**config.mk**
```make
export PLATFORM = sky130hd
export DESIGN_NAME = bridge_bus_io_window_status_regs
export DESIGN_NICKNAME = d
export VERILOG_FILES = /design/src/bridge_cfg_pkg.sv /design/src/bridge_bus_io_window_status_regs.sv
export SDC_FILE = /design/constraint.sdc
export NUM_CORES = 1
export LEC_CHECK = 0
export ABC_AREA = 1
export BUFFER_PORTS_ARGS = -buffer_cell sky130_fd_sc_hd__buf_4
export CAP_MARGIN = 10
export CORE_MARGIN = 1
export CORE_UTILIZATION = 40
export DETAILED_ROUTE_END_ITERATION = 10
export PLACE_DENSITY = 0.62
export SLEW_MARGIN = 20
export SYNTH_ARGS = -nofsm -noshare
export SYNTH_HDL_FRONTEND = slang
export SYNTH_SLANG_ARGS = --single-unit
```
**constraint.sdc**
```tcl
create_clock -name clk -period 2.75 [get_ports clk]
set_input_delay 0.55 -clock clk [delete_from_list [all_inputs] [get_ports clk]]
set_output_delay 0.55 -clock clk [all_outputs]
set_load 0.01 [all_outputs]
```
**src/bridge_cfg_pkg.sv**
```systemverilog
// Purpose: Shared constants for the bridge bus-number, I/O window and downstream status registers
// Assumes: 32-bit register port, word offsets as byte addresses
// Notes:   Field positions, read-only constant values and register offsets are defined here
package bridge_cfg_pkg;
   localparam int          ADDR_W           = 8;
   localparam logic [7:0]  OFF_BUS_NUMBERS  = 8'h18;
   localparam logic [7:0]  OFF_IO_STATUS    = 8'h1c;
   localparam logic [7:0]  OFF_IO_UPPER     = 8'h30;
   localparam logic [7:0]  OFF_COMMAND      = 8'h04;

   localparam int          UPBUS_LSB        = 0;
   localparam int          DNBUS_LSB        = 8;
   localparam int          HIBUS_LSB        = 16;
   localparam int          LATENCY_LSB      = 24;

   localparam int          IO_BOT_CAP_LSB   = 0;
   localparam int          IO_BOT_LSB       = 4;
   localparam int          IO_TOP_CAP_LSB   = 8;
   localparam int          IO_TOP_LSB       = 12;
   localparam logic [3:0]  IO_CAP_32BIT     = 4'h1;
   localparam logic [11:0] IO_BOT_LOW       = 12'h000;
   localparam logic [11:0] IO_TOP_LOW       = 12'hfff;

   localparam int          ST_66MHZ         = 21;
   localparam int          ST_FB2B          = 23;
   localparam int          ST_PARITY_RPT    = 24;
   localparam int          ST_SEL_LSB       = 25;
   localparam int          ST_SIG_TABORT    = 27;
   localparam int          ST_RCV_TABORT    = 28;
   localparam int          ST_RCV_MABORT    = 29;
   localparam int          ST_SYS_ERR       = 30;
   localparam int          ST_PARITY_DET    = 31;
   localparam logic [1:0]  SEL_SPEED_MEDIUM = 2'h1;
   localparam logic        CAP_66MHZ        = 1'b1;
   localparam logic        CAP_FB2B         = 1'b0;

   localparam int          CMD_PERR_RESP    = 6;
   localparam int          NUM_FLAGS        = 6;
   localparam logic [31:0] ZERO_WORD        = 32'h0000_0000;
endpackage : bridge_cfg_pkg
```
**src/bridge_bus_io_window_status_regs.sv**
```systemverilog
// Purpose: Bus numbers, downstream latency timer, I/O window and downstream status registers
// Assumes: Single 50 MHz clock, event inputs are synchronous one-cycle pulses except pins
// Notes:   Pin inputs pass three flops; a fall is seen when stages two and three agree
//
// Function
// Read/write upstream bus number in bits 7:0, reset zero.
// Read/write downstream bus number in bits 15:8, reset zero.
// Read/write highest bus number below bridge in bits 23:16, reset zero.
// Read/write downstream latency timer in bits 31:24, bus clocks, reset zero.
// I/O bottom and top low nibbles read-only, return 1 for 32-bit I/O.
// Bottom bits 7:4 give address 15:12; low twelve address bits are zero.
// Top bits 15:12 give address 15:12; low twelve address bits are FFFh.
// Bounds decide I/O forwarding; upper sixteen bits come from upper register.
// Status bit 21 read-only one: downstream 66MHz capable.
// Status bit 23 read-only zero: no fast back-to-back decoding.
// Bit 24 set on downstream parity error pin while command bit 6 set.
// Bits 26:25 read-only 01, medium select speed.
// Bit 27 set when device as target signals target abort.
// Bit 28 set when device-mastered transaction gets target abort.
// Bit 29 set when device-mastered transaction gets master abort.
// Bit 30 set when downstream system error pin asserts.
// Bit 31 set on downstream address or data parity error.
// Write one clears a flag, zero keeps it; hardware set wins.
// Reserved status bits 20:16 and 22 read zero, ignore writes.
`timescale 1ns/100ps
module bridge_bus_io_window_status_regs
   import bridge_cfg_pkg::*;
(
   input  wire logic                clk,
   input  wire logic                reset_n,
   input  wire logic [ADDR_W-1:0]   regAddr,
   input  wire logic [31:0]         regWdata,
   input  wire logic                regWrite,
   input  wire logic                regRead,
   output logic      [31:0]         regRdata,
   input  wire logic                downstream_parity_error_n,
   input  wire logic                downstream_system_error_n,
   input  wire logic                targetAbortSent,
   input  wire logic                targetAbortRcvd,
   input  wire logic                masterAbortRcvd,
   input  wire logic                parityErrDetected,
   input  wire logic [31:0]         ioAddr,
   input  wire logic                ioValid,
   output logic                     ioInWindow,
   output logic [7:0]               upstreamBus,
   output logic [7:0]               downstreamBus,
   output logic [7:0]               highestBelowBus,
   output logic [7:0]               latencyTimer
);

   // ----------------------------------------------------------------
   // State
   // ----------------------------------------------------------------
   typedef struct packed {
      logic [31:0]          rdata;
      logic [7:0]           upBus;
      logic [7:0]           dnBus;
      logic [7:0]           hiBus;
      logic [7:0]           latency;
      logic [3:0]           ioBot;
      logic [3:0]           ioTop;
      logic [15:0]          ioBotUpper;
      logic [15:0]          ioTopUpper;
      logic                 perrResp;
      logic [NUM_FLAGS-1:0] flags;
      logic [2:0]           perrSync;
      logic [2:0]           serrSync;
      logic                 inWindow;
   } state_t;

   state_t state_ff;
   state_t nxt_state;

   localparam state_t RESET_STATE = '0;

   // Flag index order within flags
   localparam int F_PAR  = 0;
   localparam int F_STA  = 1;
   localparam int F_RTA  = 2;
   localparam int F_RMA  = 3;
   localparam int F_SERR = 4;
   localparam int F_DPE  = 5;

   function automatic logic [NUM_FLAGS-1:0] flagsFromWord(input logic [31:0] w);
      flagsFromWord = {w[ST_PARITY_DET], w[ST_SYS_ERR], w[ST_RCV_MABORT],
                       w[ST_RCV_TABORT], w[ST_SIG_TABORT], w[ST_PARITY_RPT]};
   endfunction

   function automatic logic [31:0] statusWord(input state_t s);
      logic [31:0] w;
      w = ZERO_WORD;
      w[IO_BOT_CAP_LSB +: 4] = IO_CAP_32BIT;
      w[IO_BOT_LSB +: 4]     = s.ioBot;
      w[IO_TOP_CAP_LSB +: 4] = IO_CAP_32BIT;
      w[IO_TOP_LSB +: 4]     = s.ioTop;
      w[ST_66MHZ]            = CAP_66MHZ;
      w[ST_FB2B]             = CAP_FB2B;
      w[ST_SEL_LSB +: 2]     = SEL_SPEED_MEDIUM;
      w[ST_PARITY_RPT]       = s.flags[F_PAR];
      w[ST_SIG_TABORT]       = s.flags[F_STA];
      w[ST_RCV_TABORT]       = s.flags[F_RTA];
      w[ST_RCV_MABORT]       = s.flags[F_RMA];
      w[ST_SYS_ERR]          = s.flags[F_SERR];
      w[ST_PARITY_DET]       = s.flags[F_DPE];
      statusWord = w;
   endfunction

   // ----------------------------------------------------------------
   // Next state
   // ----------------------------------------------------------------
   logic [NUM_FLAGS-1:0] setEv;
   logic [NUM_FLAGS-1:0] clrEv;
   logic [31:0]          winBot;
   logic [31:0]          winTop;
   logic                 perrPin;
   logic                 serrPin;

   always_comb begin
      nxt_state = state_ff;
      nxt_state.perrSync = {state_ff.perrSync[1:0], downstream_parity_error_n};
      nxt_state.serrSync = {state_ff.serrSync[1:0], downstream_system_error_n};
      // Pins are active low; second and third stages must agree on low
      perrPin = ~state_ff.perrSync[1] & ~state_ff.perrSync[2];
      serrPin = ~state_ff.serrSync[1] & ~state_ff.serrSync[2];

      setEv = '0;
      setEv[F_PAR]  = perrPin & state_ff.perrResp;
      setEv[F_STA]  = targetAbortSent;
      setEv[F_RTA]  = targetAbortRcvd;
      setEv[F_RMA]  = masterAbortRcvd;
      setEv[F_SERR] = serrPin;
      setEv[F_DPE]  = parityErrDetected;

      clrEv = '0;
      if (regWrite && regAddr == OFF_IO_STATUS) begin
         clrEv = flagsFromWord(regWdata);
      end
      // Set wins over a same-cycle clear
      nxt_state.flags = (state_ff.flags & ~clrEv) | setEv;

      if (regWrite) begin
         case (regAddr)
            OFF_BUS_NUMBERS: begin
               nxt_state.upBus   = regWdata[UPBUS_LSB +: 8];
               nxt_state.dnBus   = regWdata[DNBUS_LSB +: 8];
               nxt_state.hiBus   = regWdata[HIBUS_LSB +: 8];
               nxt_state.latency = regWdata[LATENCY_LSB +: 8];
            end
            OFF_IO_STATUS: begin
               nxt_state.ioBot = regWdata[IO_BOT_LSB +: 4];
               nxt_state.ioTop = regWdata[IO_TOP_LSB +: 4];
            end
            OFF_IO_UPPER: begin
               nxt_state.ioBotUpper = regWdata[15:0];
               nxt_state.ioTopUpper = regWdata[31:16];
            end
            OFF_COMMAND: begin
               nxt_state.perrResp = regWdata[CMD_PERR_RESP];
            end
            default: begin
            end
         endcase
      end

      nxt_state.rdata = ZERO_WORD;
      if (regRead) begin
         case (regAddr)
            OFF_BUS_NUMBERS: nxt_state.rdata = {state_ff.latency, state_ff.hiBus,
                                                 state_ff.dnBus, state_ff.upBus};
            OFF_IO_STATUS:   nxt_state.rdata = statusWord(state_ff);
            OFF_IO_UPPER:    nxt_state.rdata = {state_ff.ioTopUpper, state_ff.ioBotUpper};
            OFF_COMMAND: begin
               nxt_state.rdata                = ZERO_WORD;
               nxt_state.rdata[CMD_PERR_RESP] = state_ff.perrResp;
            end
            default:         nxt_state.rdata = ZERO_WORD;
         endcase
      end

      // Window check against registered bounds; result one cycle later
      winBot = {state_ff.ioBotUpper, state_ff.ioBot, IO_BOT_LOW};
      winTop = {state_ff.ioTopUpper, state_ff.ioTop, IO_TOP_LOW};
      nxt_state.inWindow = ioValid && ioAddr >= winBot && ioAddr <= winTop;
   end

   always_ff @(posedge clk or negedge reset_n) begin
      if (!reset_n) begin
         state_ff <= RESET_STATE;
         state_ff.perrSync <= 3'h7;
         state_ff.serrSync <= 3'h7;
      end else begin
         state_ff <= nxt_state;
      end
   end

   assign regRdata        = state_ff.rdata;
   assign ioInWindow      = state_ff.inWindow;
   assign upstreamBus     = state_ff.upBus;
   assign downstreamBus   = state_ff.dnBus;
   assign highestBelowBus = state_ff.hiBus;
   assign latencyTimer    = state_ff.latency;

   // ----------------------------------------------------------------
   // Checks
   // ----------------------------------------------------------------
   a_busnum_write: assert property (@(posedge clk) disable iff (!reset_n)
      regWrite && regAddr == OFF_BUS_NUMBERS |=> upstreamBus == $past(regWdata[7:0])
         && downstreamBus == $past(regWdata[15:8])) else $error("bus number write lost");
   a_highbus_write: assert property (@(posedge clk) disable iff (!reset_n)
      regWrite && regAddr == OFF_BUS_NUMBERS |=> highestBelowBus == $past(regWdata[23:16]))
      else $error("highest bus write lost");
   a_latency_write: assert property (@(posedge clk) disable iff (!reset_n)
      regWrite && regAddr == OFF_BUS_NUMBERS |=> latencyTimer == $past(regWdata[31:24]))
      else $error("latency timer write lost");
   a_status_consts: assert property (@(posedge clk) disable iff (!reset_n)
      regRead && regAddr == OFF_IO_STATUS |=> regRdata[26:25] == 2'h1
         && regRdata[23:21] == 3'h1 && regRdata[20:16] == 5'h00
         && regRdata[3:0] == 4'h1 && regRdata[11:8] == 4'h1)
      else $error("status constant bits wrong");
   a_sysErr_set: assert property (@(posedge clk) disable iff (!reset_n)
      $fell(downstream_system_error_n) ##1 !downstream_system_error_n[*2]
         |=> ##1 state_ff.flags[F_SERR]) else $error("system error flag not set");
   a_abort_set: assert property (@(posedge clk) disable iff (!reset_n)
      masterAbortRcvd |=> state_ff.flags[F_RMA]) else $error("master abort flag not set");
   a_clear_one: assert property (@(posedge clk) disable iff (!reset_n)
      regWrite && regAddr == OFF_IO_STATUS && regWdata[ST_SIG_TABORT] && !targetAbortSent
         |=> !state_ff.flags[F_STA]) else $error("write one did not clear");
   a_keep_zero: assert property (@(posedge clk) disable iff (!reset_n)
      state_ff.flags[F_DPE] && !(regWrite && regAddr == OFF_IO_STATUS
         && regWdata[ST_PARITY_DET]) |=> state_ff.flags[F_DPE])
      else $error("flag lost without clear");
   a_window_low: assert property (@(posedge clk) disable iff (!reset_n)
      ioValid && ioAddr == {state_ff.ioBotUpper, state_ff.ioBot, 12'h000}
         && {state_ff.ioBotUpper, state_ff.ioBot} <= {state_ff.ioTopUpper, state_ff.ioTop}
         |=> ioInWindow)
      else $error("bottom of window not forwarded");

endmodule // bridge_bus_io_window_status_regs

```
==> results.py <==
metrics = {
    "run_status": {
        "status": "completed",
    },
    "layout": {
        "final_common_cell": "nand2_1",
        "area_growth_pct": 20.5,
        "layout.cells.most_common_list": "nand2_1, buf_4, inv_1",
        "drive_above_1_share_pct": 30.9,
        "diodes": 0,
        "final_cells": 1097,
        "final_nets": 987,
        "fill_cells": 1603,
    },
    "timing": {
        "tightest_slew_ns": 0.640,
        "timing.setup.tns_ns": 0,
        "max-slew-margin-rel_pct": 57.4,
        "finalSetupViolations": 0,
        "slew_violations": 0,
        "min_period_over_period_pct": 66.6,
        "finalClockSkew_ns": 0.00661,
        "hold_violations": 0,
        "clock.fmax_mhz": 546,
        "rsz0062_at_grt": "false",
        "period_needed_ns": 1.83,
    },
    "grt": {
        "antenna_found_initial": 0,
        "grt_util_all_layers_pct": 19.4,
        "overflow": 0,
        "grt_pass1_vias": 5060,
        "grt_pass1_wl_um": 25800,
        "grt_max_degree": 51,
    },
    "yosys": {
        "synthCells": 778,
        "synth.cell_area_mm2": 0.00675,
        "synth_top_area_share_pct": 41.5,
        "ys_ff_latch": 118,
        "syn_nets": 901,
        "synth.largest_area_cell": "dfrtp_1",
        "synthDistinctLibCells": 36,
        "synth_area_leaders": "dfrtp_1, nand2_1, buf_4, o21ai_2, ha_1",
        "yosys_warnings": 0,
        "synth_area_per_cell_um2": 8.68,
        "seq_area_frac_synth_pct": 43.8,
    },
    "clock_tree": {
        "clockBufferDepth": 2,
        "cts_sinks": 118,
        "cts_hold_buf": 0,
        "clk_pin_slew_ns": 0.06,
        "cts_tree": "yes",
        "cts_setup_buffers": 0,
        "numCtsBuffers": 17,
        "root_buffer": "clkbuf_16",
        "cts_max_level": 4,
        "post_cts_resized": 0,
        "clkLatencyLatePin_ns": 0.42,
    },
    "worst_setup_path": {
        "arrival_ns": 2.14,
        "crit_path_end_kind": "flop",
        "critPathRequiredTime_ns": 3.05,
        "worst-setup-path-type": "input pin to flop",
        "crit_path_max_fanout": 34,
        "cp-start-kind": "input pin",
    },
    "placement": {
        "portBuffers": 147,
        "place_congestion": 0.822,
        "dp_cells": 1065,
        "post-dp-hpwl_um": 11900,
    },
    "route": {
        "drt.antenna.violating_nets": 0,
        "vias": 4933,
        "routed_wl_um": 15800,
        "first_iter_violations": 209,
        "wire_per_inst_um": 14.4,
        "viasPerCell": 4.50,
        "drc": 0,
        "drtPass1Iterations": 4,
    },
    "job": {
        "max_cap_violations": 0,
    },
    "floorplanning": {
        "ioPinCount": 148,
        "start_util_pct": 40.9,
        "die_h_um": 132,
        "core_mm2": 0.0165,
        "rows": 47,
        "die_w_um": 132,
        "die-area_mm2": 0.0174,
    },
    "pwr": {
        "ir_worst_vdd_mv": 0.411,
        "p_leak_nw": 4.22,
        "p_per_area_mw_per_mm2": 569,
    },
    "hold_path": {
        "hold_path_class": "input pin to asynchronous set/reset pin",
    },
}
power breakdown:
| part | total, mW | switching, mW | internal [mW] |
|---|---|---|---|
| registers | 1.84 | 0.0439 | 1.80 |
| logic | 0.464 | 0.256 | 0.208 |
| clock network | 2.32 | 0.763 | 1.56 |
cells in the mapped netlist:
cell and instances:
dfrtp_1 112, nor2b_1 1, nand2_1 207, o21ai_0 15
nor2_4 1, inv_1 121, dfstp_2 6, o21ai_1 19
nor3_2 1, o21ai_4 1, nor2_2 3, buf_6 15
nor3_4 1, nand2_2 2, inv_4 2, nor3_1 2
nand2_4 6, o211ai_2 6, clkbuf_1 1, inv_2 2
nand4_1 3, ha_1 40, buf_2 1, nand3_1 5
o21bai_1 1, buf_4 68, o21ai_2 58, o31ai_1 1
and2_1 1, clkinv_2 1, a21o_1 2, nor4_4 1
nor2_1 34, o22ai_1 1, a21oi_1 36, o221ai_1 1
path summary, 6_finish.rpt:
path	startpoint	to	slack, ns	cells past startpoint
min	reset_n	highestBelowBus[2]	0.13	1
min in group clk	downstream_parity_error_n	nxt_state[5]	0.24	1
max	regAddr[6]	state_ff[32]	0.92	10
min reg2reg	nxt_state[2]	nxt_state[3]	0.35	0
max in group asynchronous	reset_n	state_ff[38]	1.82	2
max reg2reg	state_ff[29]	ioInWindow	1.06	11
layout make-up:
class | instances | area [um2] | area share (%)
Tap cell | 220 | 275 | 3.38
Sequential cell | 118 | 2960 | 36.4
Clock buffer | 23 | 468 | 5.75
Multi-Input combinational cell | 449 | 2620 | 32.3
Clock inverter | 9 | 150 | 1.85
Inverter | 126 | 479 | 5.89
Timing Repair Buffer | 152 | 1180 | 14.5
worst max-delay path: stages:
cell and delay, ns:
buf_4 0.11, inv_1 0.06, nand2_1 0.12, nor2_2 0.19, nand2_4 0.20, inv_4 0.22
nand2_4 0.26, buf_12 0.28, nand2_1 0.09, o21ai_2 0.05
layer usage:
metal / up-vias / global-route usage, % / routed length [um]
li1: 2548 / - / -
met1: 2225 / 26.2 / 7270
met2: 137 / 30.2 / 7190
met3: 23 / 4.31 / 996
met4: 0 / 8.14 / 311
met5: - / 0 / 0
sequential cells by signal, summed over array words and instances, names as in the netlist:
| name | count |
|---|---|
| latencyTimer | 8 |
| nxt_state | 4 |
| upstreamBus | 8 |
| ioInWindow | 1 |
| downstreamBus | 8 |
| highestBelowBus | 8 |
| regRdata | 32 |
| state_ff | 49 |
metrics by stage:
stage               setup slack [ns]  hold WS (ns)  area, um2  total power [mW]  util (%)
floorplan                       1.18         0.254       6750              2.13         -
global placement               0.539         0.346       7520              2.33      45.5
detailed placement             0.490         0.347       7520              2.34      45.5
CTS                            0.931         0.154       8140              4.68      49.2
global route                   0.758         0.183       8140              4.81      49.2
finish                         0.918         0.133       8140              4.63      49.2
cells by family after synthesis:
family,count (synthesis),synth area share [%]
AOI/OAI and AO/OA,141,14.7
adders and majority gates,40,7.41
buffers and inverters,211,17.3
DFF,118,43.8
and+or+nand+nor,268,16.7
Note: power is estimated with default switching activity, not from simulation.
